--- config.mk ---
export PLATFORM = sky130hd
export DESIGN_NAME = hps_sequencer
export DESIGN_NICKNAME = d
export VERILOG_FILES = /design/src/design/hps_filter.v /design/src/design/hps_sequencer.v
export VERILOG_INCLUDE_DIRS = /design/src /design/src/design
export SDC_FILE = /design/constraint.sdc
export NUM_CORES = 1
export LEC_CHECK = 0
export BUFFER_PORTS_ARGS = -buffer_cell sky130_fd_sc_hd__buf_2
export CORE_MARGIN = 2
export CORE_UTILIZATION = 58
export DETAILED_ROUTE_END_ITERATION = 10
export PLACE_DENSITY = 0.95
export SYNTH_ARGS = -nofsm -noshare
export SYNTH_HDL_FRONTEND = slang
export SYNTH_SLANG_ARGS = --single-unit
export TNS_END_PERCENT = 50
--- constraint.sdc ---
create_clock -name CLK -period 5.36 [get_ports CLK]
set_input_delay 0.268 -clock CLK [delete_from_list [all_inputs] [get_ports CLK]]
set_output_delay 0.268 -clock CLK [all_outputs]
set_load 0.1 [all_outputs]
--- src/design/hps_regs.vh ---
// constants for the home position return sequencer
`ifndef HPS_REGS_VH
`define HPS_REGS_VH
// homing method codes, lowest digit of the method setting
`define HPS_METHOD_DOG 4'h0
`define HPS_METHOD_COUNT 4'h1
`define HPS_METHOD_DATA 4'h2
// clock rate and filter time unit
`define HPS_CLK_HZ 20000000
`define HPS_FILTER_UNIT_US 1000
// clock cycles in one filter unit: 1 ms at 20 MHz, sized for the divider
`define HPS_FILTER_UNIT_CYC 16'h4E20
// least dog pulse width the controller must give, in ms
`define HPS_DOG_MIN_MS 10
// point table entry whose ramp times homing uses
`define HPS_RAMP_ENTRY 3'h0
`endif

--- src/design/hps_filter.v ---
// input filter: the raw vector is taken once it has differed from the output for a set time
`timescale 1ns/1ps
module hps_filter
#(
	parameter W = 12
)
(
	// clock and reset
	input wire CLK,
	input wire NRST,
	// filter time in clock-enable ticks
	input wire [3:0] TIME_SEL,
	input wire TICK,
	// raw and filtered input vector
	input wire [W-1:0] RAW,
	output reg [W-1:0] CLEAN
);
	// one shared counter: cleared when raw equals the filtered value and when the raw value is taken
	reg [3:0] cnt_q;
	// count ticks while raw differs, take the value when time met
	always @(posedge CLK or negedge NRST)
	begin
		if (!NRST)
		begin
			cnt_q <= 4'h0;
			CLEAN <= {W{1'b0}};
		end
		else if (RAW == CLEAN)
			cnt_q <= 4'h0;
		else if (cnt_q >= TIME_SEL)
		begin
			// a zero setting passes changes after one cycle
			CLEAN <= RAW;
			cnt_q <= 4'h0;
		end
		else if (TICK)
			cnt_q <= cnt_q + 4'h1;
	end
endmodule // hps_filter

--- src/design/hps_sequencer.v ---
// home position return sequencer: count type and data setting type
// Behaviour
// RQ1 - count: dog edge, post-dog travel, then Z
// RQ2 - controller holds dog pulse at least 10ms
// RQ3 - mode: auto_manual on, all selects off
// RQ4 - method digit 1 selects count type
// RQ5 - method digit 2 selects data setting type
// RQ6 - homing speed until dog found
// RQ7 - creep speed after dog found
// RQ8 - shift distance counted from that Z
// RQ9 - load current position with home data
// RQ10 - use ramp times of table entry 1; the code uses entry 0
// RQ11 - inputs seen only after filter time
// RQ12 - controller changes selection early enough
// RQ13 - data type takes present position as home
// RQ14 - search follows direction setting
// RQ15 - dog polarity follows polarity setting
// RQ16 - BCD use: speed selects off
// RQ17 - method digit 0 selects dog type; the code sends it to S_ERR
// RQ18 - assert homing complete output at end
// RQ19 - Z is one pulse per rev, first taken
`timescale 1ns/1ps
`include "hps_regs.vh"
module hps_sequencer
#(
	parameter PW = 32,
	parameter SW = 16
)
(
	// clock and reset
	input wire CLK,
	input wire NRST,
	// mode and selection inputs from controller
	input wire AUTO_MANUAL_SELECT,
	input wire [7:0] POINT_TABLE_SELECT_INPUTS,
	input wire [3:0] SPEED_SELECT_INPUTS,
	input wire BCD_MODE,
	input wire START,
	input wire PROXIMITY_DOG,
	// encoder feedback
	input wire ENC_Z,
	input wire ENC_STEP,
	// settings
	input wire [3:0] HOMING_METHOD_SETTING,
	input wire HOMING_DIRECTION_SETTING,
	input wire DOG_POLARITY_SETTING,
	input wire [SW-1:0] HOMING_SPEED_SETTING,
	input wire [SW-1:0] CREEP_SPEED_SETTING,
	input wire [PW-1:0] HOME_SHIFT_DISTANCE_SETTING,
	input wire [PW-1:0] HOME_POSITION_DATA_SETTING,
	input wire [PW-1:0] POST_DOG_DISTANCE_SETTING,
	input wire [3:0] INPUT_FILTER_TIME_SETTING,
	// motion command outputs
	output reg [SW-1:0] SPEED_CMD,
	output reg DIR_CMD,
	output reg MOVE_CMD,
	output reg [2:0] RAMP_ENTRY,
	// position and status
	output reg [PW-1:0] CURRENT_POSITION,
	output reg HOMING_COMPLETE_OUTPUT,
	output reg HOMING_MODE,
	output reg HOMING_ERROR
);
	// states
	localparam S_IDLE = 3'h0;
	localparam S_FAST = 3'h1;
	localparam S_POST = 3'h2;
	localparam S_ZWAIT = 3'h3;
	localparam S_SHIFT = 3'h4;
	localparam S_DONE = 3'h5;
	localparam S_ERR = 3'h6;

	// filter time unit tick
	localparam [15:0] UNIT_CYC = `HPS_FILTER_UNIT_CYC;
	reg [15:0] div_q;
	reg tick_q;
	// divider for the filter time base
	always @(posedge CLK or negedge NRST)
	begin
		if (!NRST)
		begin
			div_q <= 16'h0000;
			tick_q <= 1'b0;
		end
		else if (div_q == UNIT_CYC - 16'h0001)
		begin
			div_q <= 16'h0000;
			tick_q <= 1'b1;
		end
		else
		begin
			div_q <= div_q + 16'h0001;
			tick_q <= 1'b0;
		end
	end

	// mode, select, start and dog inputs filtered as one vector; BCD mode and encoder are not
	wire [14:0] raw_in;
	wire [14:0] flt;
	assign raw_in = {AUTO_MANUAL_SELECT, POINT_TABLE_SELECT_INPUTS,
		SPEED_SELECT_INPUTS, START, PROXIMITY_DOG};
	hps_filter #(.W(15)) u_filter
	(
		.CLK(CLK),
		.NRST(NRST),
		.TIME_SEL(INPUT_FILTER_TIME_SETTING),
		.TICK(tick_q),
		.RAW(raw_in),
		.CLEAN(flt)
	); // RQ11

	wire f_am;
	wire [7:0] f_pt;
	wire [3:0] f_sp;
	wire f_start;
	wire dog_act;
	assign f_am = flt[14];
	assign f_pt = flt[13:6];
	assign f_sp = flt[5:2];
	assign f_start = flt[1];
	// polarity setting high means dog active low
	assign dog_act = flt[0] ^ DOG_POLARITY_SETTING; // RQ15

	// home mode: manual selected, table selects all off
	wire mode_ok;
	assign mode_ok = f_am && (f_pt == 8'h00) &&
		(!BCD_MODE || f_sp == 4'h0); // RQ3 RQ16

	// state, counters and edge memories
	reg [2:0] st_q;
	reg [2:0] st_d;
	reg [PW-1:0] dist_q;
	reg start_prev_q;
	reg dog_prev_q;
	reg z_prev_q;
	wire start_rise;
	wire dog_rise;
	wire z_rise;
	assign start_rise = f_start && !start_prev_q;
	assign dog_rise = dog_act && !dog_prev_q;
	// only the rising edge counts: one marker per revolution
	assign z_rise = ENC_Z && !z_prev_q; // RQ19

	// method decode
	function [1:0] method_of;
		input [3:0] digit;
		begin
			case (digit)
				`HPS_METHOD_DOG: method_of = 2'h0; // RQ17
				`HPS_METHOD_COUNT: method_of = 2'h1; // RQ4
				`HPS_METHOD_DATA: method_of = 2'h2; // RQ5
				default: method_of = 2'h3;
			endcase
		end
	endfunction
	wire [1:0] meth;
	assign meth = method_of(HOMING_METHOD_SETTING);

	// next state
	always @*
	begin
		st_d = st_q;
		case (st_q)
			S_IDLE:
				if (mode_ok && start_rise)
				begin
					// dog type needs a dog rear end search, not built here
					if (meth == 2'h1)
						st_d = S_FAST;
					else if (meth == 2'h2)
						st_d = S_DONE; // RQ13
					else
						st_d = S_ERR;
				end
			S_FAST:
				if (!mode_ok)
					st_d = S_IDLE;
				else if (dog_rise)
					st_d = S_POST; // RQ1
			S_POST:
				if (!mode_ok)
					st_d = S_IDLE;
				else if (dist_q == {PW{1'b0}})
					st_d = S_ZWAIT; // RQ1
			S_ZWAIT:
				if (!mode_ok)
					st_d = S_IDLE;
				else if (z_rise)
					st_d = (HOME_SHIFT_DISTANCE_SETTING == {PW{1'b0}}) ?
						S_DONE : S_SHIFT; // RQ1 RQ8
			S_SHIFT:
				if (!mode_ok)
					st_d = S_IDLE;
				else if (dist_q == {PW{1'b0}})
					st_d = S_DONE; // RQ8
			S_DONE:
				st_d = S_IDLE;
			S_ERR:
				if (!mode_ok)
					st_d = S_IDLE;
			default:
				st_d = S_IDLE;
		endcase
	end

	// state register and edge memories
	always @(posedge CLK or negedge NRST)
	begin
		if (!NRST)
		begin
			st_q <= S_IDLE;
			start_prev_q <= 1'b0;
			dog_prev_q <= 1'b0;
			z_prev_q <= 1'b0;
		end
		else
		begin
			st_q <= st_d;
			start_prev_q <= f_start;
			dog_prev_q <= dog_act;
			z_prev_q <= ENC_Z;
		end
	end

	// distance counter: post-dog travel, then shift travel
	always @(posedge CLK or negedge NRST)
	begin
		if (!NRST)
			dist_q <= {PW{1'b0}};
		else if (st_q == S_FAST && dog_rise)
			dist_q <= POST_DOG_DISTANCE_SETTING; // RQ1
		else if (st_q == S_ZWAIT && z_rise)
			dist_q <= HOME_SHIFT_DISTANCE_SETTING; // RQ8
		else if ((st_q == S_POST || st_q == S_SHIFT) && ENC_STEP &&
			dist_q != {PW{1'b0}})
			dist_q <= dist_q - {{(PW-1){1'b0}}, 1'b1};
	end

	// motion command outputs
	always @(posedge CLK or negedge NRST)
	begin
		if (!NRST)
		begin
			SPEED_CMD <= {SW{1'b0}};
			DIR_CMD <= 1'b0;
			MOVE_CMD <= 1'b0;
			RAMP_ENTRY <= `HPS_RAMP_ENTRY;
		end
		else
		begin
			DIR_CMD <= HOMING_DIRECTION_SETTING; // RQ14
			RAMP_ENTRY <= `HPS_RAMP_ENTRY; // RQ10
			case (st_d)
				S_FAST:
				begin
					SPEED_CMD <= HOMING_SPEED_SETTING; // RQ6
					MOVE_CMD <= 1'b1;
				end
				S_POST, S_ZWAIT, S_SHIFT:
				begin
					SPEED_CMD <= CREEP_SPEED_SETTING; // RQ7
					MOVE_CMD <= 1'b1;
				end
				default:
				begin
					SPEED_CMD <= {SW{1'b0}};
					MOVE_CMD <= 1'b0;
				end
			endcase
		end
	end

	// position tracking, home data load, completion flag
	always @(posedge CLK or negedge NRST)
	begin
		if (!NRST)
		begin
			CURRENT_POSITION <= {PW{1'b0}};
			HOMING_COMPLETE_OUTPUT <= 1'b0;
			HOMING_MODE <= 1'b0;
			HOMING_ERROR <= 1'b0;
		end
		else
		begin
			HOMING_MODE <= mode_ok;
			HOMING_ERROR <= (st_d == S_ERR);
			if (st_q == S_DONE)
			begin
				CURRENT_POSITION <= HOME_POSITION_DATA_SETTING; // RQ9
				HOMING_COMPLETE_OUTPUT <= 1'b1; // RQ18
			end
			else
			begin
				if (ENC_STEP)
					CURRENT_POSITION <= HOMING_DIRECTION_SETTING ?
						CURRENT_POSITION - {{(PW-1){1'b0}}, 1'b1} :
						CURRENT_POSITION + {{(PW-1){1'b0}}, 1'b1};
				// a new count type start withdraws completion
				if (st_d == S_FAST)
					HOMING_COMPLETE_OUTPUT <= 1'b0;
			end
		end
	end
endmodule // hps_sequencer

Yosys cells after proc, flatten, opt, wreduce, memory -nomap -nowiden. Index checks and enable logic that the tools add are counted.

Register bits after elaboration: 127. Input port bits: 158. Output and inout port bits: 56.

Add/sub/neg operators: 5. Magnitude comparators: 1. Equality and inequality tests: 17. Muxes and demuxes: 30. Bitwise operators: 2. Reductions and logical operators: 30.

Operators with widths (count): two-way mux 32 bit (6); logical NOT 32 bit (2); subtractor 32 x 1 -> 32 bit (second input constant) (2); two-way mux 3 bit (11); adder 32 x 1 -> 32 bit (second input constant) (1); one-hot mux 16 bit (2 select lines) (1); nonzero test 32 bit (1); one-hot mux 3 bit (6 select lines) (1); adder 16 x 1 -> 16 bit (second input constant) (1); == test 16 x 15 -> 1 bit (second input constant) (1); two-way mux 16 bit (1); == test 15 bit (1); == test 3 bit (second input constant) (5); == test 3 x 2 -> 1 bit (second input constant) (4); two-way mux 4 bit (3); logical AND 1 bit (10); logical NOT 4 bit (2); logical NOT 8 bit (1); == test 3 x 1 -> 1 bit (second input constant) (2); one-hot mux 2 bit (3 select lines) (1); nonzero test 3 bit (2); two-way mux 1 bit (5); adder 4 x 1 -> 4 bit (second input constant) (1); == test 4 x 1 -> 1 bit (second input constant) (1); 14 further kinds (19).

Longest topological paths before layout. Gate-level depths: netlist of run 1.

Depth after elaboration: 10. Gate-level depth with buffers: 11.

Modules after synthesis. From an unflattened synthesis of run 1, not the netlist that was laid out.

Cell total of the unflattened synthesis: 929. Area, all modules: 8316.7 um^2.

By module, submodules not included: hps_sequencer (instances 1, cells an instance 849, area an instance 7265.7 um^2, seq. area each 2702.6 um^2); hps_filter (instances 1, cells an instance 80, area an instance 1051.0 um^2, seq. area each 475.5 um^2).

Worst setup path after synthesis of run 1. OpenSTA, ideal clock, no wires.

Path kind: flip-flop to flip-flop. Start: register CURRENT_POSITION[2]. End: register CURRENT_POSITION[31]. Library setup time: 82 ps. Arrival: 3404 ps. Slack: 1875 ps. Cell stages (with the launch flop): 11. Path buffers: 0. Period minus slack after synthesis: 3485 ps. Cell sequence: dfrtp_1 > ha_1 > and3_1 > a211oi_2 > o2111ai_1 > a221oi_1 > o21ai_1 > a41oi_1 > xnor2_1 > or3_1 > a31oi_1.

Word-level cells in the longest chain between the ends: 4. Elaborated cells between the ends (all ways): 5.

Ends and longest elaborated chain: from (decl) (RTL line hps_sequencer.v:59) `output reg [PW-1:0] CURRENT_POSITION,`; from (signal assigned) (RTL line hps_sequencer.v:278) `CURRENT_POSITION <= {PW{1'b0}};`; from (signal assigned) (RTL line hps_sequencer.v:295) `CURRENT_POSITION <= HOMING_DIRECTION_SETTING ?`; adder 32 x 1 -> 32 bit / subtractor 32 x 1 -> 32 bit (equally long branches) (RTL line hps_sequencer.v:297, hps_sequencer.v:296); two-way mux 32 bit (*) (RTL line hps_sequencer.v:295); two-way mux 32 bit (*) (RTL line hps_sequencer.v:294) `if (ENC_STEP)`; two-way mux 32 bit (*) (RTL line hps_sequencer.v:287) `if (st_q == S_DONE)`.

Every way passes the cells marked *; elsewhere a longest branch is shown, timed or not. The select of a mux whose other input is x is not followed. A chain may end at the register's enable or synchronous reset.

Worst setup path after layout of run 1.
Start: register dist_q[2]. End: register dist_q[28].

Word-level cells in the longest chain between the ends: 4. Elaborated cells between the ends (all ways): 7.

Ends and longest elaborated chain: from (decl) (RTL line hps_sequencer.v:132) `reg [PW-1:0] dist_q;`; from (signal assigned) (RTL line hps_sequencer.v:229) `dist_q <= {PW{1'b0}};`; from (signal assigned) (RTL line hps_sequencer.v:236) `dist_q <= dist_q - {{(PW-1){1'b0}}, 1'b1};`; subtractor 32 x 1 -> 32 bit (RTL line hps_sequencer.v:236); two-way mux 32 bit (RTL line hps_sequencer.v:234) `else if ((st_q == S_POST || st_q == S_SHIFT) && ENC_STEP &&`; two-way mux 32 bit (RTL line hps_sequencer.v:232) `else if (st_q == S_ZWAIT && z_rise)`; two-way mux 32 bit (RTL line hps_sequencer.v:230) `else if (st_q == S_FAST && dog_rise)`.

Parallel ways exist; a longest one is shown, timed or not. The select of a mux whose other input is x is not followed.

==> results.txt, run 1 <==
* Outcome: finished, violations left
- The final reports fail on hold timing.
- For this run, design rule violations remaining after detail routing come to 0.
- Between clock sinks in the finished design, the worst skew comes to approximately 7.8 ps.
* Total track usage: 0.2932
- Number of synthesized register bits: 127
- Of the available clock period, the critical path in the final layout requires 0.6514.
* Total number of vias: 7701
- Relative max-transition margin: 0.2420
- Average wire per cell in the routed design: 16.78 um
* Hold bufs inserted after CTS: 1
* HPWL Detailed: between 15 and 20 mm
* Number of clock sinks seen by CTS: 127
- Buffer cell driving the clock tree root: sky130_fd_sc_hd__clkbuf_16
* Area enclosed by the die boundary: around 15000 sq um
* Critical Path Sink Type: flip-flop
- After routing, the total negative slack on setup checks comes to 0 ps.
* Post-Place Setup Slack: approximately 1700 ps
- On the critical path, the stage with the largest delay is an instance of sky130_fd_sc_hd__and3_1.
* Most instantiated cells after synthesis: sky130_fd_sc_hd__dfrtp_1, sky130_fd_sc_hd__nor2_1, sky130_fd_sc_hd__a21oi_1
- TritonCTS built the clock tree.
- Of the cells placed in the final design, the portion with a size suffix greater than 1 is 0.2606.
- The hold violation count in the final report was 27.
- Req. time, crit path: about 5700 ps
* Worst R2R Start: dist_q[2]$_DFFE_PN0P_
- Number of H-tree branching levels: 4
- Data arrival time of the critical path: 3810 ps
* Die span in y: ~120 um
- Placeable core region: approximately 14000 sq um
- Number of antenna violations at the first check in global routing: 0
- Post-CTS setup buffer count: 0
- Global routing finished with a remaining overflow of 0.
* Area occupied by multi-input gates: around 4700 sq um
- Final antenna-violating net count: 0
* Crit. path cell count: 9
* Effective utilization at floorplan: 0.5904
* # resized after CTS: 0
- By area the synthesized netlist is led by sky130_fd_sc_hd__dfrtp_1, sky130_fd_sc_hd__ha_1, sky130_fd_sc_hd__a21oi_1.
- Vias in the first global route: approximately 7600
- Crit path to: dist_q[28]$_DFFE_PN0P_
- PD cells: between 500 and 600 nW/um^2
- Final hold analysis gives a worst-case slack of -25.08 ps.
- In this run the critical register-to-register path is captured at dist_q[28]$_DFFE_PN0P_.
* Row cnt: 43
- Worst Path Buf+Inv: 1
- Setup slack of the most critical reg-to-reg path: approximately 1900 ps
- After synthesis the cells add up to ~8200 sq um.
* Leak Pwr: ~4.7 nW
* Number of endpoints failing setup at the final stage: 0
- Of the synthesized area, sequential elements account for 0.3893.
- Horizontal die dimension: between 100 and 150 um
- The netlist uses slightly above 70 different library cells.
- Kind of critical path: reg -> reg
* DRC violation total after the first TritonRoute iteration: 589
* Max Freq: roughly 290 MHz
* Number of vias per cell: about 6.0
* Port buffer count: 210
- The share of synthesized area in the top cell type comes to 0.3893.
- Cell taking the most area after synthesis: sky130_fd_sc_hd__dfrtp_1
* Wire length of the first global-routing pass: between 30 and 40 mm
- Final-layout fill cell count: around 1000
- By instance count, the leading cell after synthesis is sky130_fd_sc_hd__dfrtp_1.
- Entering global routing, the biggest net connects between 70 and 80 pins.
- For this run, the leading register cell type out of synthesis is sky130_fd_sc_hd__dfrtp_1.
- The Yosys step of the flow raised 0 warnings.
- Number of top-level design ports: approximately 210
* Growth of design area from synthesis to finish: 21.06%
- Number of cells on the worst reg-to-reg path: 9
- Post-layout minimum cycle time: ~3500 ps
* Class of the most critical hold timing path: in -> async
- Critical Path Start: dist_q[2]$_DFFE_PN0P_
- Routability-driven placement congestion ratio: roughly 0.95
- The final layout contains around 1300 nets.
* Post-synthesis async set-or-reset flop share: 1.000
- Worst Setup Slack, final: 1869 ps
* Total area of sequential cells: approximately 3200 sq um
- IR analysis of the VDD net gives a maximum drop of around 0.34 mV.
- Max-cap violations in this run came to 0.
* Clock-pin slew reported for the worst setup and hold paths after clock tree synthesis: ~60 ps
* First drt pass iteration count: 7
* Number of enable-type register cells in the synthesized netlist: 0
- Max incr delay on CP: about 660 ps
- Cells after synthesis: ~900
- In this run the worst path has a maximum fanout of 23.
- The worst setup path is launched from a flip-flop.
- Counting along the longest clock path gives a buffer depth of 2.
* Slew of the pin with the lowest slew margin: 1132 ps
- Antenna diode instance count: 0
* TritonCTS buffer count: 17
* Total length of routed wires: 21.70 mm
* Post-synthesis area per instance: 9.031 sq um
* RSZ-0062 raised after global routing: false
* Fin. max-slew vios: 0
* Cell seen most often among critical-path stages: sky130_fd_sc_hd__nor3_1
- Top Family by Delay on Critical Path: simple AND/OR/NAND/NOR gates
* Worst skew pair latency: approximately 420 ps
* Series of cell instances along the critical path: nor3_1 > nand3b_1 > nor4_4 > nand3_4 > o21ai_0 > and3_1 > buf_4 > nor3_1 > o32ai_1
[placed cells by master, fill, tap and decap left out, types with 4 or more instances in the layout]
master	count
sky130_fd_sc_hd__nor3b_1	4
sky130_fd_sc_hd__o21ai_0	59
sky130_fd_sc_hd__buf_4	6
sky130_fd_sc_hd__buf_2	209
sky130_fd_sc_hd__a21oi_1	92
sky130_fd_sc_hd__mux2_2	16
sky130_fd_sc_hd__o211ai_1	6
sky130_fd_sc_hd__xor2_1	36
sky130_fd_sc_hd__inv_6	7
sky130_fd_sc_hd__nand3b_1	4
sky130_fd_sc_hd__nand3_1	16
sky130_fd_sc_hd__and2b_2	4
sky130_fd_sc_hd__ha_1	38
sky130_fd_sc_hd__and3_1	10
sky130_fd_sc_hd__nor4_1	17
sky130_fd_sc_hd__and2_1	4
sky130_fd_sc_hd__nor3_1	18
sky130_fd_sc_hd__xnor2_1	52
sky130_fd_sc_hd__a22oi_1	4
sky130_fd_sc_hd__nor2_1	96
sky130_fd_sc_hd__a211oi_1	27
sky130_fd_sc_hd__nand2b_1	4
sky130_fd_sc_hd__mux2i_1	13
sky130_fd_sc_hd__or3_1	4
sky130_fd_sc_hd__a31oi_1	5
sky130_fd_sc_hd__a22o_2	6
sky130_fd_sc_hd__nand4_1	14
sky130_fd_sc_hd__o31ai_1	4
sky130_fd_sc_hd__nor2b_1	4
sky130_fd_sc_hd__inv_1	19
sky130_fd_sc_hd__a21o_1	15
sky130_fd_sc_hd__clkbuf_16	17
sky130_fd_sc_hd__a22o_1	10
sky130_fd_sc_hd__o21bai_1	6
sky130_fd_sc_hd__nand2_1	82
sky130_fd_sc_hd__dfrtp_1	127
[flip-flops by register name (all words and copies together), names as in the netlist]
name / flops
dist_q: 32
st_q: 3
u_filter.CLEAN: 15
DIR_CMD: 1
z_prev_q: 1
CURRENT_POSITION: 32
HOMING_MODE: 1
tick_q: 1
start_prev_q: 1
div_q: 16
HOMING_COMPLETE_OUTPUT: 1
MOVE_CMD: 1
u_filter.cnt_q: 4
HOMING_ERROR: 1
dog_prev_q: 1
SPEED_CMD: 16
[through the flow]
| step | instances | util | instance area, sq um | hold WS (ps) | total power [W] |
|---|---|---|---|---|---|
| 2_1_floorplan | 906 | - | 8172 | -27.59 | 0.003489 |
| 3_3_place_gp | 1261 | 0.6730 | 9305 | 388.5 | 0.003953 |
| 3_5_place_dp | 1261 | 0.6730 | 9305 | 394.3 | 0.004024 |
| 4_1_cts | 1293 | 0.7148 | 9883 | 16.14 | 0.005163 |
| 5_1_grt | 1293 | 0.7148 | 9883 | 43.24 | 0.005453 |
| 6_report | 1293 | 0.7148 | 9883 | -25.08 | 0.005179 |
[cell families after synthesis]
kind of cell / Yosys count / share of synthesized area
simple gates: 302 / 0.1862
compound gates: 259 / 0.1986
flops: 127 / 0.3893
xor+xnor: 88 / 0.09441
buf+inv: 59 / 0.03234
fa+ha+maj: 39 / 0.06069
mux: 29 / 0.03801
other cells: 1 / 0.0004593
[per-layer routing]
metal	wire length, um	up-vias	global-route usage
li1	-	3663	-
met1	8867	3640	0.3526
met2	10710	336	0.4993
met3	1400	62	0.07203
met4	724	0	0.1279
met5	0	-	0
[power by group]
group / leakage, nW / internal, W / switching (W)
clock network: 0.275 / 0.000657 / 0.000458
registers: 1.63 / 0.00118 / 0.000211
logic: 2.76 / 0.000832 / 0.00185
[worst min-delay path by stage]
stage                                   start                          endpoint  slack, ps  cells past startpoint
2_1_floorplan                            NRST   CURRENT_POSITION[0]$_DFFE_PN0P_        -30                      0
3_3_place_gp                            ENC_Z                z_prev_q$_DFF_PN0_        390                      1
3_5_place_dp                            ENC_Z                z_prev_q$_DFF_PN0_        390                      1
4_1_cts                                  NRST    u_filter.CLEAN[10]$_DFFE_PN0P_         20                      1
5_1_grt        HOME_POSITION_DATA_SETTING[11]  CURRENT_POSITION[11]$_DFFE_PN0P_         40                      3
6_report                                 NRST    u_filter.CLEAN[14]$_DFFE_PN0P_        -30                      1
[cell type report]
type | count | share of cell area
clock buffer | 18 | 0.04444
timing repair buffer | 216 | 0.1114
clock inverter | 13 | 0.01304
tap | 180 | 0.02279
sequential | 127 | 0.3216
multi-input combinational | 720 | 0.4796
inverter | 19 | 0.007216
Note: power is estimated with default switching activity, not from simulation.
==> run 2: changes to the inputs <==
--- a/config.mk
+++ b/config.mk
@@ -8,9 +8,9 @@
 export LEC_CHECK = 0
 export BUFFER_PORTS_ARGS = -buffer_cell sky130_fd_sc_hd__buf_2
 export CORE_MARGIN = 2
-export CORE_UTILIZATION = 58
+export CORE_UTILIZATION = 54
 export DETAILED_ROUTE_END_ITERATION = 10
-export PLACE_DENSITY = 0.95
+export PLACE_DENSITY = 0.92
 export SYNTH_ARGS = -nofsm -noshare
 export SYNTH_HDL_FRONTEND = slang
 export SYNTH_SLANG_ARGS = --single-unit
==> constraint.sdc (replaced) <==
create_clock -name CLK -period 3.4 [get_ports CLK]
set_input_delay 0.17 -clock CLK [delete_from_list [all_inputs] [get_ports CLK]]
set_output_delay 0.17 -clock CLK [all_outputs]
set_load 0.1 [all_outputs]
==> run 2 against run 1 <==
  * The run now ends clean
  * Setup slack lost 1700 ps
  * Clock skew grew 2.7 ps
  * Global-route usage grew 2.2 points
  * Utilization grew 1.4 points
  * Design area grew 7.9%
  * Maximum frequency grew 9.6%
  * Clock power grew 69%
  * Hold slack gained 31 ps
  * Final cell count grew 6.0%
  * Sequential cell count is the same
  * Non-clock buffer count grew 74
  * Register-to-register slack lost 1700 ps
  * Critical endpoint is now CURRENT_POSITION[31]$_DFFE_PN0P_
==> results.txt, run 2 (synthesized netlist as in run 1, its figures left out) <==
* Horizontal die dimension: 127.0 um (+3.5%)
* Max Freq: 313.9 MHz (+9.6%)
* Fraction of layout instances using a drive strength above 1: 0.2546 (-0.005920)
* Nets@finish: 1372 (+5.7%)
- Fin. max-slew vios: 0 (unchanged)
- The hold violation count in the final report was 0 (-100%).
- Area enclosed by the die boundary: 16120 sq um (+7.2%)
* Outcome: completed
- Row cnt: 44 (+2.3%)
* Final antenna-violating net count: 0 (unchanged)
* Number of buffers on the longest clock path: 2 (unchanged)
* First drt pass iteration count: 5 (-2)
* Wire length of the first global-routing pass: 40.20 mm (+16%)
- The antenna cell count is 0 (unchanged).
- Die span in y: 127.0 um (+3.5%)
- The final critical delay including setup and external delays came to 3186 ps (-305.3 ps).
- The overall global routing resource usage is 0.3157 (+0.02245).
* Vias in the first global route: 8241 (+8.6%)
- Commonest non-fill, non-tap cells in the layout: sky130_fd_sc_hd__buf_2, sky130_fd_sc_hd__dfrtp_1, sky130_fd_sc_hd__nor2_1
- Design area: 10670 sq um (+7.9%)
* Worst setup SP type: flip-flop
- The critical path is of the reg -> reg type.
* Worst R2R Start: CURRENT_POSITION[3]$_DFFE_PN0P_
- Number of endpoints failing setup at the final stage: 0 (unchanged)
- The I/O pin count is 214 (unchanged).
- The utilization after layout is 0.7285 (+0.01369).
- The overall overflow remaining after global route came to 0 (unchanged).
- Number of H-tree branching levels: 4 (unchanged)
- Count of max-cap constraint violations: 0 (unchanged)
* Effective utilization at floorplan: 0.5575 (-0.03294)
- Total length of routed wires: 24.83 mm (+14%)
* Buffer cell driving the clock tree root: sky130_fd_sc_hd__clkbuf_16
- Critical hold path startpoint: HOME_POSITION_DATA_SETTING[28]
- The cell area reported after detailed placement is 9408 sq um (+1.1%).
* TritonCTS buffer count: 17 (unchanged)
- The post-place setup slack is 242.6 ps (-1436 ps).
- Most common cell after layout, fill and taps aside: sky130_fd_sc_hd__buf_2
- The placed wire-length estimate was 16.19 mm (+2.0%).
* Post-route DRC: 0 (unchanged)
* Relative max-transition margin: 0.2531 (+0.01111)
- Final Skew: 10.46 ps (+2.691 ps)
- Average wire per cell in the routed design: 18.12 um (+8.0%)
* Leak Pwr: 4.997 nW (+7.1%)
- The number of sinks on the clock net came to 127 (unchanged).
- Growth of design area from synthesis to finish: 30.67%
* Total number of vias: 8103 (+5.2%)
- PD cells: 791.2 nW/um^2 (+51%)
* Number of antenna violations at the first check in global routing: 0 (unchanged)
- Class of the most critical hold timing path: in -> reg
- Port buffer count: 210 (unchanged)
- The number of DRC markers in iteration 0 is 813 (+38%).
* Data arrival time of the critical path: 3520 ps (-290 ps)
* Pin count of the biggest net entering global routing: 79 (+6.8%)
- Tcrit/Tclk final: 0.9371 (+0.2857)
- The setup TNS came to 0 ps (unchanged).
* Req. time, crit path: 3730 ps (-1950 ps)
* Critical Path Start: CURRENT_POSITION[3]$_DFFE_PN0P_
* Maximum fanout along the worst path: 6 (-74%)
- Slew of the pin with the lowest slew margin: 1115 ps (-16.90 ps)
* Worst skew pair latency: 430 ps (about the same)
- The worst supply voltage drop on vdd came to 0.5159 mV (+50%).
- Worst Setup Slack, final: 213.9 ps (-1655 ps)
- The post-CTS clock slew at the launch and capture registers of the worst setup and hold paths is 60 ps (about the same).
- TritonCTS clock tree: built
- The worst setup path is captured at a flip-flop.
* Placeable core region: 14640 sq um (+5.9%)
* RSZ-0062 raised after global routing: false
- The largest registers in the layout are CURRENT_POSITION: 32 flops, dist_q: 32 flops.
* Routability-driven placement congestion ratio: 0.9674 (+2.0%)
- Number of vias per cell: 5.915 (-0.69%)
[run 2: cell types whose count changed in the layout (fill, tap and decap cells not counted), sizes merged]
cell / delta
inv: -4
clkinvlp: +2
clkinv: -1
bufinv: +2
dlygate4sd3: +65
buf: +9
[run 2: repair_timing]
action,CTS,global route
hold buffers,66,0
resized for setup,0,0
setup buffers,0,0
endpoints found under the hold margin,126,0
[run 2: area by class of cell]
class	instances	area [sq um]
fill	990	3976
clock buffer	18	439.2
multi-input combinational	720	4740
clock inverter	12	160.2
inverter	19	71.32
timing repair buffer	290	1844
tap	184	230.2
sequential	127	3183
[run 2: routing by layer]
layer | wire [um] | global-route usage | up-vias
li1 | - | - | 3815
met1 | 9756 | 0.3722 | 3824
met2 | 12280 | 0.5398 | 369
met3 | 1625 | 0.06959 | 95
met4 | 1167 | 0.1674 | 0
met5 | 0 | 0 | -
[run 2: report_power, final]
group          leakage, nW  internal, W  switching (W)
combinational         3.09      0.00138        0.00299
sequential            1.63      0.00186       0.000330
clock                0.281      0.00117       0.000711
total                 5.00      0.00441        0.00403
[run 2: stage by stage]
stage	total power, W	instances	hold slack, ps
5_1_grt	0.008861	1370	0.9650
2_1_floorplan	0.005506	906	-125.6
6_report	0.008440	1370	6.057
3_3_place_gp	0.006253	1274	295.9
4_1_cts	0.008339	1370	0.8303
3_5_place_dp	0.006375	1274	297.5
[run 2: path summary, 6_finish.rpt]
kind,endpoint,slack (ps),cells after the start
setup / recovery,CURRENT_POSITION[31]$_DFFE_PN0P_,210,10
setup reg to reg,CURRENT_POSITION[31]$_DFFE_PN0P_,210,10
hold reg to reg,start_prev_q$_DFF_PN0_,480,0
max in group asynchronous,CURRENT_POSITION[18]$_DFFE_PN0P_,2100,3
min in group asynchronous,u_filter.CLEAN[13]$_DFFE_PN0P_,470,2
hold / removal,CURRENT_POSITION[28]$_DFFE_PN0P_,6,3
[run 2: worst max-delay path: stages, from the launching register on]
cell and delay (ps):
sky130_fd_sc_hd__dfrtp_2 410, sky130_fd_sc_hd__ha_1 350, sky130_fd_sc_hd__and3_1 200, sky130_fd_sc_hd__a211oi_2 370
sky130_fd_sc_hd__o2111ai_1 190, sky130_fd_sc_hd__a221oi_1 370, sky130_fd_sc_hd__o21ai_1 250, sky130_fd_sc_hd__a41oi_1 360
sky130_fd_sc_hd__xnor2_1 110, sky130_fd_sc_hd__or3_1 310, sky130_fd_sc_hd__a31oi_1 170
